$ cat config.mk
export PLATFORM = sky130hd
export DESIGN_NAME = nsi_nmi_soft_irq
export DESIGN_NICKNAME = d
export VERILOG_FILES = /design/src/nsi_pkg.sv /design/src/nsi_nmi_soft_irq.sv
export SDC_FILE = /design/constraint.sdc
export NUM_CORES = 1
export LEC_CHECK = 0
export BUFFER_PORTS_ARGS = -buffer_cell sky130_fd_sc_hd__buf_2
export CAP_MARGIN = 10
export CORE_AREA = 10 10 80 82
export DETAILED_ROUTE_END_ITERATION = 12
export DIE_AREA = 0 0 90 92
export PLACE_DENSITY = 0.78
export REMOVE_ABC_BUFFERS = 1
export SLEW_MARGIN = 20
export SYNTH_ARGS = -nofsm -noshare
export SYNTH_HDL_FRONTEND = slang
export SYNTH_SLANG_ARGS = --single-unit
$ cat constraint.sdc
create_clock -name CLOCK -period 1.9 [get_ports CLOCK]
set_clock_uncertainty 0.1 [all_clocks]
set_input_delay 0.19 -clock CLOCK [delete_from_list [all_inputs] [get_ports CLOCK]]
set_output_delay 0.19 -clock CLOCK [all_outputs]
set_load 0.03 [all_outputs]
$ cat src/nsi_pkg.sv
/*
  Constants for the NMI and software-interrupt input block: cause codes,
  selector encodings and reset values.
  Assumes a single core clock and a synchronous active-low reset.
*/
package nsi_pkg;
  localparam logic [31:0] NSI_CAUSE_PIN = 32'h0000_0000;
  localparam logic [31:0] NSI_CAUSE_STORE = 32'hf000_0000;
  localparam logic [31:0] NSI_CAUSE_LOAD = 32'hf000_0001;
  localparam logic [31:0] NSI_CAUSE_FI_DBE = 32'hf000_1000;
  localparam logic [31:0] NSI_CAUSE_FI_DCCM = 32'hf000_1001;
  localparam logic [31:0] NSI_CAUSE_FI_NONDCCM = 32'hf000_1002;
  localparam logic [31:0] NSI_CAUSE_RST = 32'h0000_0000;
  localparam logic [31:0] NSI_PC_RST = 32'h0000_0000;
  localparam int NSI_NSRC = 6;
  localparam int NSI_SRC_PIN = 0;
  localparam int NSI_SRC_STORE = 1;
  localparam int NSI_SRC_LOAD = 2;
  localparam int NSI_SRC_FI_DBE = 3;
  localparam int NSI_SRC_FI_DCCM = 4;
  localparam int NSI_SRC_FI_NONDCCM = 5;
  typedef enum logic [0:0] {
    NSI_IDLE = 1'b0,
    NSI_TAKE = 1'b1
  } nsi_state_type;
endpackage

$ cat src/nsi_nmi_soft_irq.sv
/*
  NMI request pin, NMI vector and software-interrupt pin handling for one
  core: pin synchronisers, rising-edge detection on the NMI pin, a pending
  set for pin and internal error NMIs, a fixed-priority grant, and the
  registered redirect, vector and cause that the pipeline sees.
  Assumes the pins come from SoC logic, the error strobes arrive as
  one-cycle pulses on the core clock, MSIE is the live enable bit, and the
  pipeline consumes the redirect pulse, the vector and the cause on
  REDIRECT.
  Limitation: an NMI pin pulse shorter than one core cycle may be lost,
  and a source that strobes again while still pending is taken once.
*/
// Notes on behaviour
// - The core accepts a 31-bit handler address on bits 31:1, driven constant or from a register.
// - NMI handling ignores all other interrupt sources and the direct or vectored mode.
// - The NMI pin is synchronised and a request is a rising edge, not a level.
// - A data-bus store error or non-blocking load error raises an internal NMI.
// - Any NMI redirects fetch to the address present on the handler address input.
// - A pin NMI writes cause 0x0000_0000.
// - A data-bus store error NMI writes cause 0xF000_0000.
// - A data-bus non-blocking load error NMI writes cause 0xF000_0001.
// - Fast-interrupt NMIs write 0xF000_1000, 0xF000_1001 or 0xF000_1002.
// - The software-interrupt pin is synchronised and drives the msip bit directly.
// - A machine software interrupt is taken when msip and msie are both set.
`timescale 1ns/1ns
module nsi_nmi_soft_irq
  import nsi_pkg::*;
(
  input wire logic CLOCK,
  input wire logic RESETN,
  input wire logic NMI_REQ,
  input wire logic [31:1] NMI_VECTOR,
  input wire logic SOFT_IRQ,
  input wire logic MSIE,
  input wire logic STORE_ERR,
  input wire logic LOAD_ERR,
  input wire logic FI_DBE_ERR,
  input wire logic FI_DCCM_ERR,
  input wire logic FI_NONDCCM_ERR,
  output logic REDIRECT,
  output logic [31:0] REDIRECT_PC,
  output logic [31:0] MCAUSE,
  output logic MSIP,
  output logic SOFT_IRQ_TAKE
);

  logic nmi_s1_q;
  logic nmi_s2_q;
  logic nmi_prev_q;
  logic pin_edge_d;
  logic soft_s1_q;
  logic soft_s2_q;

  // one pending bit per NMI source; the index order is the priority
  logic [NSI_NSRC-1:0] pend_q;
  logic [NSI_NSRC-1:0] event_d;
  logic [NSI_NSRC-1:0] grant_d;
  logic take_d;
  logic [31:0] vector_d;
  logic [31:0] cause_d;
  nsi_state_type state_q;

  // lowest index wins; pin first, then bus errors, then fast-interrupt errors
  function automatic logic [NSI_NSRC-1:0] pick(input logic [NSI_NSRC-1:0] req);
    logic [NSI_NSRC-1:0] g;
    g = '0;
    for (int i = NSI_NSRC - 1; i >= 0; i--) begin
      if (req[i]) begin
        g = '0;
        g[i] = 1'b1;
      end
    end
    return g;
  endfunction

  // one-hot grant in; the pin code stands when no error bit is set
  function automatic logic [31:0] cause_of(input logic [NSI_NSRC-1:0] g);
    logic [31:0] c;
    c = NSI_CAUSE_PIN;
    if (g[NSI_SRC_STORE]) c = NSI_CAUSE_STORE;
    if (g[NSI_SRC_LOAD]) c = NSI_CAUSE_LOAD;
    if (g[NSI_SRC_FI_DBE]) c = NSI_CAUSE_FI_DBE;
    if (g[NSI_SRC_FI_DCCM]) c = NSI_CAUSE_FI_DCCM;
    if (g[NSI_SRC_FI_NONDCCM]) c = NSI_CAUSE_FI_NONDCCM;
    return c;
  endfunction

  // first stage feeds only the second stage
  always_ff @(posedge CLOCK) begin
    if (!RESETN) begin
      nmi_s1_q <= 1'b0;
      nmi_s2_q <= 1'b0;
    end else begin
      nmi_s1_q <= NMI_REQ;
      nmi_s2_q <= nmi_s1_q;
    end
  end

  // history resets to the idle pin level, so release gives no false edge
  always_ff @(posedge CLOCK) begin
    if (!RESETN) begin
      nmi_prev_q <= 1'b0;
    end else begin
      nmi_prev_q <= nmi_s2_q;
    end
  end

  // level path: no edge detect, the pending bit simply follows the pin
  always_ff @(posedge CLOCK) begin
    if (!RESETN) begin
      soft_s1_q <= 1'b0;
      soft_s2_q <= 1'b0;
    end else begin
      soft_s1_q <= SOFT_IRQ;
      soft_s2_q <= soft_s1_q;
    end
  end

  // a pin held high gives a single event, whatever its length
  assign pin_edge_d = nmi_s2_q & ~nmi_prev_q;

  // error strobes are events; a level held n cycles raises n of them
  always_comb begin
    event_d = '0;
    event_d[NSI_SRC_PIN] = pin_edge_d;
    event_d[NSI_SRC_STORE] = STORE_ERR;
    event_d[NSI_SRC_LOAD] = LOAD_ERR;
    event_d[NSI_SRC_FI_DBE] = FI_DBE_ERR;
    event_d[NSI_SRC_FI_DCCM] = FI_DCCM_ERR;
    event_d[NSI_SRC_FI_NONDCCM] = FI_NONDCCM_ERR;
  end

  // independent of ordinary interrupt enables and dispatch mode
  assign grant_d = (state_q == NSI_IDLE) ? pick(pend_q) : '0;
  assign take_d = |grant_d;
  assign cause_d = cause_of(grant_d);
  assign vector_d = {NMI_VECTOR, 1'b0};

  // new events set over the grant clear so nothing is lost
  // a source repeating while still pending merges into one take
  always_ff @(posedge CLOCK) begin
    if (!RESETN) begin
      pend_q <= '0;
    end else begin
      pend_q <= (pend_q & ~grant_d) | event_d;
    end
  end

  // one idle cycle between takes so the pipeline sees separate redirects
  always_ff @(posedge CLOCK) begin
    if (!RESETN) begin
      state_q <= NSI_IDLE;
    end else begin
      unique case (state_q)
        NSI_IDLE: begin
          if (|pend_q) begin
            state_q <= NSI_TAKE;
          end
        end
        NSI_TAKE: begin
          state_q <= NSI_IDLE;
        end
      endcase
    end
  end

  // one-cycle pulse; the NSI_TAKE state after a take keeps pulses apart
  always_ff @(posedge CLOCK) begin
    if (!RESETN) begin
      REDIRECT <= 1'b0;
    end else begin
      REDIRECT <= take_d;
    end
  end

  // vector is sampled in the grant cycle, so a later change cannot tear it
  always_ff @(posedge CLOCK) begin
    if (!RESETN) begin
      REDIRECT_PC <= NSI_PC_RST;
    end else begin
      if (take_d) begin
        REDIRECT_PC <= vector_d;
      end
    end
  end

  // cause holds until the next take, so the handler may read it late
  always_ff @(posedge CLOCK) begin
    if (!RESETN) begin
      MCAUSE <= NSI_CAUSE_RST;
    end else begin
      if (take_d) begin
        MCAUSE <= cause_d;
      end
    end
  end

  // pending bit is the synchronised pin, never latched here
  always_ff @(posedge CLOCK) begin
    if (!RESETN) begin
      MSIP <= 1'b0;
    end else begin
      MSIP <= soft_s2_q;
    end
  end

  // same synchronised value as MSIP, so take and pending never disagree
  always_ff @(posedge CLOCK) begin
    if (!RESETN) begin
      SOFT_IRQ_TAKE <= 1'b0;
    end else begin
      SOFT_IRQ_TAKE <= soft_s2_q & MSIE;
    end
  end

endmodule

==> flow_metrics.env, run 1 <==
export IMPL_intPower_mw=1.77
export IMPL_clk_insertion_delay_late_ns=0.29
export IMPL_layout_nets=347
export IMPL_drtIter0Drc=48
export IMPL_final_cells=376
export IMPL_grt_overflow=0
export IMPL_numCtsBuffers=5
export IMPL_worst_setup_path_start_kind="register"
export IMPL_clock_sinks=50
export IMPL_place_congestion=0.698
export IMPL_track_usage_pct=10.6
export IMPL_async_flop_share_pct=0
export IMPL_pwr_share_seq_pct=46.8
export IMPL_clkTransAtPathRegs_ns=0.08
export IMPL_synth_edff_count=0
export IMPL_clock_fmax_mhz=568
export IMPL_dp_hpwl_um=3590
export IMPL_vdd_drop_max_mv=0.427
export IMPL_critPathCapture="REDIRECT_PC[23]"
export IMPL_die_height_um=92
export IMPL_critPathSlowestCell="a21oi_4"
export IMPL_switchingPower_uw=789
export IMPL_drive_gt1_share_pct=32.4
export IMPL_vias_per_cell=4.21
export IMPL_rsz0062_at_grt="false"
export IMPL_drc=0
export IMPL_synth_commonest_cells="64 x nand2_1, 50 x dfxtp_1, 31 x mux2i_1, 29 x buf_4, 8 x and2_1"
export IMPL_first_global_vias=1633
export IMPL_power_leakage_nw=1.35
export IMPL_drv_slew=0
export IMPL_cts_max_level=2
export IMPL_areaGrowthSynthToFinish_pct=21.6
export IMPL_final_antenna_net_count=0
export IMPL_ioPinCount=108
export IMPL_worst_slew_pin_slew_ns=0.698
export IMPL_syn_inst=229
export IMPL_num_vias=1584
export IMPL_cp_required_ns=2.02
export IMPL_ys_seq_area_share_pct=46.9
export IMPL_finalSetupViolations=0
export IMPL_ys_flop_type="dfxtp_1"
export IMPL_reg2reg_setup_slack_ns=0.14
export IMPL_max_slew_margin_pct=53.4
export IMPL_core_region_area_um2=4910
export IMPL_root_buffer="clkbuf_8"
export IMPL_pwr_density_cell_nw_per_um2=987
export IMPL_start_util_pct=43.4
export IMPL_clock_path_buffers=2
export IMPL_avgSynthCellArea_um2=9.31
export IMPL_netSwitchingFraction_pct=30.8
export IMPL_reg2reg_to="REDIRECT_PC[23]"
export IMPL_synthTopCellsByArea="dfxtp_1 47%, mux2i_1 15%, nand2_1 11%, buf_4 10%, and2_1 2.3%"
export IMPL_status="completed"
export IMPL_first_pass_iters=4
export IMPL_cp_max_fo=19
export IMPL_synthesis_area_um2=2130
export IMPL_ys_warn_count=0
export IMPL_num_antenna_cells=0
export IMPL_antenna_found_initial=0
export IMPL_tns_ns=0
export IMPL_yosysTopAreaCell="dfxtp_1"
export IMPL_synth_cell_types=30
export IMPL_grt_max_degree=45
export IMPL_ff2ff_path_depth=4
export IMPL_slowest_delay_ns=0.58
export IMPL_hp_class="in -> reg"
export IMPL_combPwrFrac_pct=24.3
export IMPL_chipWidth_um=90
export IMPL_cp_startpoint="pend_q[0]"
export IMPL_cap_violations=0
export IMPL_synth_top_area_share_pct=46.9
export IMPL_grt_pass1_wl_um=7470
export IMPL_rows=26
export IMPL_period_minus_slack_ns=1.76
export IMPL_timing_final_crit_share_pct=92.7
export IMPL_p_clk_share_pct=29.0
export IMPL_critical_path_arrival_ns=1.88
export IMPL_portBuffers=81
export IMPL_cp_cell_sequence="nor3_2 > a21oi_4 > buf_12 > mux2i_1"
export IMPL_critPathKind="reg -> reg"
export IMPL_end_kind="register"
export IMPL_dp_cells=367
export IMPL_timing_rr_start="pend_q[0]"
export IMPL_synth_most_common_cell="nand2_1"
export IMPL_die_area_um2=8280
export IMPL_finalHoldViolCount=0
export IMPL_synth_seq_cells=50
export IMPL_wl_per_cell_um=12.0
export IMPL_finalWirelength_um=4520
export IMPL_cts_tree="built"
## sequential cells by signal, indices dropped and copies added (netlist names)
register,flops
REDIRECT_PC,31
pend_q,6
MCAUSE,4
MSIP,1
REDIRECT,1
SOFT_IRQ_TAKE,1
nmi_prev_q,1
nmi_s1_q,1
nmi_s2_q,1
soft_s1_q,1
soft_s2_q,1
state_q,1
## cells in the final DEF (no fill, tap or decap), types with 3 or more instances in the layout
| cell type | synthesis | layout |
|---|---|---|
| inv_1 | 5 | 5 |
| nand2_1 | 64 | 64 |
| nor2_1 | 3 | 3 |
| clkbuf_8 | 0 | 6 |
| dfxtp_1 | 50 | 50 |
| conb_1 | 1 | 26 |
| mux2i_1 | 31 | 31 |
| a21oi_1 | 7 | 7 |
| buf_2 | 1 | 81 |
| and2_1 | 8 | 8 |
## worst min path at each step
stage | startpoint | end | cells past startpoint
4_1_cts | FI_DBE_ERR | pend_q[3] | 3
5_1_grt | NMI_REQ | nmi_s1_q | 2
6_report | FI_DBE_ERR | pend_q[3] | 3
3_3_place_gp | SOFT_IRQ | soft_s1_q | 2
3_5_place_dp | SOFT_IRQ | soft_s1_q | 2
2_1_floorplan | LOAD_ERR | pend_q[2] | 2
## metrics by stage
| step | total power, mW | utilization (%) | instance area [µm²] | hold WS (ns) | setup WS [ns] |
|---|---|---|---|---|---|
| 6_report | 2.56 | 52.8 | 2590 | 0.0108 | 0.138 |
| 2_1_floorplan | 1.65 | - | 1930 | 0.207 | 0.0814 |
| 3_5_place_dp | 1.84 | 50.1 | 2460 | 0.301 | 0.130 |
| 3_3_place_gp | 1.83 | 50.1 | 2460 | 0.296 | 0.196 |
| 5_1_grt | 2.69 | 52.8 | 2590 | 0.0133 | 0.000807 |
| 4_1_cts | 2.59 | 52.8 | 2590 | 0.000443 | 0.111 |
## power by group through the flow
stage | sequential, mW | combinational (mW) | clock [mW]
2_1_floorplan | 1.39 | 0.259 | 0
3_3_place_gp | 1.22 | 0.616 | 0
3_5_place_dp | 1.22 | 0.624 | 0
4_1_cts | 1.20 | 0.627 | 0.769
5_1_grt | 1.21 | 0.670 | 0.809
6_report | 1.20 | 0.621 | 0.741
## critical path: cells and delay by family (launching register included)
| family | cells | cell delay [ns] |
|---|---|---|
| AO/OA/AOI/OAI | 1 | 0.58 |
| flip-flops | 1 | 0.44 |
| buffers and inverters | 1 | 0.26 |
| multiplexers | 1 | 0.19 |
| AND/OR/NAND/NOR | 1 | 0.10 |
## cell families after synthesis
family / count (synthesis) / share of synthesized area (%)
AND/OR/NAND/NOR: 84 / 17.6
flip-flops: 50 / 46.9
buffers and inverters: 46 / 14.7
multiplexers: 31 / 14.6
AO/OA/AOI/OAI: 17 / 6.04
other: 1 / 0.176
## layer usage
layer	track usage, %	vias up	routed length (µm)
met2	17.4	61	2100
met3	4.89	5	387
met4	3.58	0	39
li1	-	840	-
met1	12.0	678	1990
met5	0	-	0
## layout make-up
type                       count  area (µm²)
sequential                    50        1000
clock buffer                   6        82.6
inverter                       5        18.8
clock inverter                 1        30.0
multi-input combinational    158         912
fill                         458        2320
timing repair buffer          86         460
tap                           70        87.6
## repair_timing
action,in CTS,in global routing
resized for setup,0,0
buffers inserted,0,0
endpoints found under the setup margin,0,0
hold endpoints to repair,2,0
hold buffers,2,0
Note: power is estimated with default switching activity, not from simulation.
==> run 2, diff against run 1 <==
--- a/config.mk
+++ b/config.mk
@@ -10,6 +10,7 @@
 export CORE_AREA = 10 10 80 82
 export DETAILED_ROUTE_END_ITERATION = 12
 export DIE_AREA = 0 0 90 92
+export MAX_ROUTING_LAYER = met4
 export PLACE_DENSITY = 0.78
 export REMOVE_ABC_BUFFERS = 1
 export SLEW_MARGIN = 20
==> flow_metrics.env, run 2 (synthesis results as in run 1) <==
export IMPL_layout_common_cells="81 x buf_2, 64 x nand2_1, 50 x dfxtp_1"
export IMPL_grt_pass1_wl_um=7470
export IMPL_grt_max_degree=45
export IMPL_critPathKind="reg -> reg"
export IMPL_finalSetupViolations=0
export IMPL_cap_violations=0
export IMPL_rows=26
export IMPL_final_common_cell="buf_2"
export IMPL_tns_ns=0
export IMPL_first_pass_iters=4
export IMPL_drv_slew=0
export IMPL_cp_required_ns=2.02
export IMPL_cp_max_fo=19
export IMPL_power_leakage_nw=1.35
export IMPL_regMostFlops="REDIRECT_PC"
export IMPL_seqCellArea_um2=1000
export IMPL_final_cells=376
export IMPL_clkTransAtPathRegs_ns=0.08
export IMPL_start_util_pct=43.4
export IMPL_period_minus_slack_ns=1.76
export IMPL_drive_gt1_share_pct=32.4
export IMPL_portBuffers=81
export IMPL_total_power_mw=2.56
export IMPL_cts_max_level=2
export IMPL_dp_cells=367
export IMPL_clock_sinks=50
export IMPL_drc=0
export IMPL_place_congestion=0.705
export IMPL_max_slew_margin_pct=53.4
export IMPL_first_global_vias=1634
export IMPL_clock_fmax_mhz=568
export IMPL_rsz0062_at_grt="false"
export IMPL_chipWidth_um=90
export IMPL_root_buffer="clkbuf_8"
export IMPL_pwr_density_cell_nw_per_um2=987
export IMPL_antenna_found_initial=0
export IMPL_multi_input_area_um2=912
export IMPL_track_usage_pct=10.9
export IMPL_cts_resized=0
export IMPL_dp_hpwl_um=3590
export IMPL_finalHoldViolCount=0
export IMPL_numCtsBuffers=5
export IMPL_dp_slack_ns=0.130
export IMPL_hp_class="in -> reg"
export IMPL_largestRegisters="REDIRECT_PC x31, pend_q x6, MCAUSE x4"
export IMPL_setup_slack_ns=0.138
export IMPL_drtIter0Drc=48
export IMPL_final_antenna_net_count=0
export IMPL_worst_setup_path_start_kind="register"
export IMPL_layout_nets=347
export IMPL_areaGrowthSynthToFinish_pct=21.6
export IMPL_vias_per_cell=4.21
export IMPL_die_height_um=92
export IMPL_largest_reg_flops=31
export IMPL_num_antenna_cells=0
export IMPL_core_region_area_um2=4910
export IMPL_clk_insertion_delay_late_ns=0.29
export IMPL_worst_slew_pin_slew_ns=0.698
export IMPL_grt_overflow=0
export IMPL_cts_tree="built"
export IMPL_wl_per_cell_um=12.0
export IMPL_hold_slack_ns=0.0108
export IMPL_ioPinCount=108
export IMPL_finalWirelength_um=4520
export IMPL_num_vias=1584
export IMPL_clock_path_buffers=2
export IMPL_die_area_um2=8280
export IMPL_end_kind="register"
export IMPL_critical_path_arrival_ns=1.88
export IMPL_timing_final_crit_share_pct=92.7
export IMPL_fill_cells=458
export IMPL_vdd_drop_max_mv=0.427
export IMPL_status="completed"
## run 2: metal layers
layer	up-vias	global-route usage (%)	share of wire, %
met5	-	-	0
met4	0	3.58	0.82
met3	5	3.75	6.5
met2	61	17.4	46
met1	678	12.6	46
li1	840	-	-
## run 2: worst paths after layout
| check | slack (ns) | startpoint | cells after the start | endpoint |
|---|---|---|---|---|
| max | 0.14 | pend_q[0] | 4 | REDIRECT_PC[23] |
| min | 0.01 | FI_DBE_ERR | 3 | pend_q[3] |
| max reg2reg | 0.14 | pend_q[0] | 4 | REDIRECT_PC[23] |
| min reg2reg | 0.34 | soft_s1_q | 1 | soft_s2_q |
## run 2: where the power goes
group,switching [mW],internal [mW]
Clock,0.320,0.421
Combinational,0.413,0.208
Sequential,0.0558,1.14
## run 2: area by class of cell
class / count / share of cell area (%)
multi-input combinational: 158 / 35.2
clock buffer: 6 / 3.19
tap: 70 / 3.38
sequential: 50 / 38.6
timing repair buffer: 86 / 17.8
clock inverter: 1 / 1.16
inverter: 5 / 0.724
## run 2: what timing repair did
item / 4_1_cts / 5_1_grt
buffers inserted: 0 / 0
hold buffers: 2 / 0
hold endpoints to repair: 2 / 0
## run 2: critical path, stage by stage (launching register included)
cell	delay (ns)
dfxtp_1	0.44
nor3_2	0.10
a21oi_4	0.58
buf_12	0.26
mux2i_1	0.19
## run 2: through the flow
step | util (%) | cell area [µm²]
floorplan | - | 1930
global placement | 50.1 | 2460
detailed placement | 50.1 | 2460
CTS | 52.8 | 2590
global route | 52.8 | 2590
finish | 52.8 | 2590
==> run 3, diff against run 2 <==
--- a/config.mk
+++ b/config.mk
@@ -7,11 +7,11 @@
 export LEC_CHECK = 0
 export BUFFER_PORTS_ARGS = -buffer_cell sky130_fd_sc_hd__buf_2
 export CAP_MARGIN = 10
-export CORE_AREA = 10 10 80 82
+export CORE_AREA = 10 10 70 95
 export DETAILED_ROUTE_END_ITERATION = 12
-export DIE_AREA = 0 0 90 92
+export DIE_AREA = 0 0 80 105
 export MAX_ROUTING_LAYER = met4
-export PLACE_DENSITY = 0.78
+export PLACE_DENSITY = 0.77
 export REMOVE_ABC_BUFFERS = 1
 export SLEW_MARGIN = 20
 export SYNTH_ARGS = -nofsm -noshare
==> flow_metrics.env, run 3 (synthesis results as in run 1) <==
export IMPL_regMostFlops="REDIRECT_PC"
export IMPL_first_global_vias=1689
export IMPL_finalHoldViolCount=0
export IMPL_grt_pass1_wl_um=7820
export IMPL_seqCellArea_um2=1000
export IMPL_num_vias=1635
export IMPL_start_util_pct=43.7
export IMPL_rsz0062_at_grt="false"
export IMPL_cp_required_ns=1.98
export IMPL_numCtsBuffers=5
export IMPL_vdd_drop_max_mv=0.575
export IMPL_die_height_um=105
export IMPL_rows=30
export IMPL_num_antenna_cells=0
export IMPL_status="completed"
export IMPL_power_leakage_nw=1.35
export IMPL_tns_ns=0
export IMPL_areaGrowthSynthToFinish_pct=21.1
export IMPL_clock_sinks=50
export IMPL_antenna_found_initial=0
export IMPL_largestRegisters="REDIRECT_PC x31, pend_q x6, MCAUSE x4"
export IMPL_period_minus_slack_ns=1.47
export IMPL_timing_final_crit_share_pct=77.1
export IMPL_layout_nets=349
export IMPL_pwr_density_cell_nw_per_um2=945
export IMPL_final_util_pct=52.9
export IMPL_grt_max_degree=38
export IMPL_die_area_um2=8400
export IMPL_critical_path_arrival_ns=1.55
export IMPL_vias_per_cell=4.38
export IMPL_dp_hpwl_um=3730
export IMPL_track_usage_pct=11.6
export IMPL_end_kind="register"
export IMPL_p_clk_share_pct=25.2
export IMPL_place_congestion=0.803
export IMPL_critPathKind="reg -> reg"
export IMPL_finalSetupViolations=0
export IMPL_cts_tree="built"
export IMPL_cts_max_level=2
export IMPL_cp_max_fo=9
export IMPL_cap_violations=0
export IMPL_post_cts_setup_buffer_count=0
export IMPL_multi_input_area_um2=912
export IMPL_combPwrFrac_pct=25.7
export IMPL_grt_overflow=0
export IMPL_intPower_mw=1.65
export IMPL_clkTransAtPathRegs_ns=0.08
export IMPL_worst_setup_path_start_kind="register"
export IMPL_final_common_cell="buf_2"
export IMPL_clock_path_buffers=2
export IMPL_ioPinCount=108
export IMPL_hp_class="in -> reg"
export IMPL_drtIter0Drc=50
export IMPL_finalWirelength_um=4710
export IMPL_root_buffer="clkbuf_8"
export IMPL_layout_common_cells="81 x buf_2, 64 x nand2_1, 50 x dfxtp_1"
export IMPL_portBuffers=81
export IMPL_chipWidth_um=80
export IMPL_drc=0
export IMPL_largest_reg_flops=31
export IMPL_postCtsHoldBufs=2
export IMPL_wl_per_cell_um=12.6
export IMPL_clk_insertion_delay_late_ns=0.29
export IMPL_netSwitchingFraction_pct=32.5
export IMPL_core_region_area_um2=4880
export IMPL_clock_fmax_mhz=682
export IMPL_cts_resized=0
export IMPL_drive_gt1_share_pct=32.4
export IMPL_fill_cells=468
export IMPL_drv_slew=0
export IMPL_first_pass_iters=4
export IMPL_switchingPower_uw=792
export IMPL_final_antenna_net_count=0
export IMPL_pwr_share_seq_pct=49.1
run 3: changes by cell type in the layout (fill, tap and decap cells not counted):
cell / change
bufinv_16: -1
clkbuf_1: +1
dlygate4sd3_1: +1
buf_4: +1
clkinv_2: +1
run 3: stage by stage:
stage	hold slack [ns]	setup WS, ns	instance area [µm²]	instances	power (mW)
after global routing	0.00693	0.298	2580	373	2.58
after floorplan	0.207	0.0814	1930	213	1.65
after global placement	0.299	0.459	2460	362	1.84
after CTS	0.00129	0.416	2570	372	2.48
final	0.0166	0.435	2580	373	2.44
after detailed placement	0.303	0.421	2460	362	1.85
run 3: worst max-delay path, cell delays in order (launching register included):
cell     delay [ns]
dfxtp_1        0.41
or4_4          0.59
o21ai_0        0.17
a21oi_1        0.08
run 3: area by class of cell:
type	instances	area share, %
Inverter	5	0.727
Clock buffer	7	3.34
Multi-Input combinational cell	158	35.3
Tap cell	64	3.10
Sequential cell	50	38.8
Clock inverter	1	0.194
Timing Repair Buffer	88	18.5
run 3: power by group through the flow:
stage          sequential [mW]  combinational [mW]  clock [mW]
2_1_floorplan             1.39               0.259           0
3_3_place_gp              1.22               0.623           0
3_5_place_dp              1.22               0.632           0
4_1_cts                   1.20               0.635       0.646
5_1_grt                   1.21               0.681       0.685
6_report                  1.20               0.627       0.614
run 3: final timing paths:
kind              cells past startpoint  slack [ns]        end      start
setup reg to reg                      3        0.43  pend_q[4]    state_q
hold / removal                        3        0.02  pend_q[2]   LOAD_ERR
hold reg to reg                       1        0.34  soft_s2_q  soft_s1_q
setup / recovery                      3        0.43  pend_q[4]    state_q
run 3: per-layer routing:
layer	routed length, µm	GRT usage [%]
met5	0	-
met3	482	5.49
met1	1700	10.8
met4	46	3.03
met2	2470	20.3
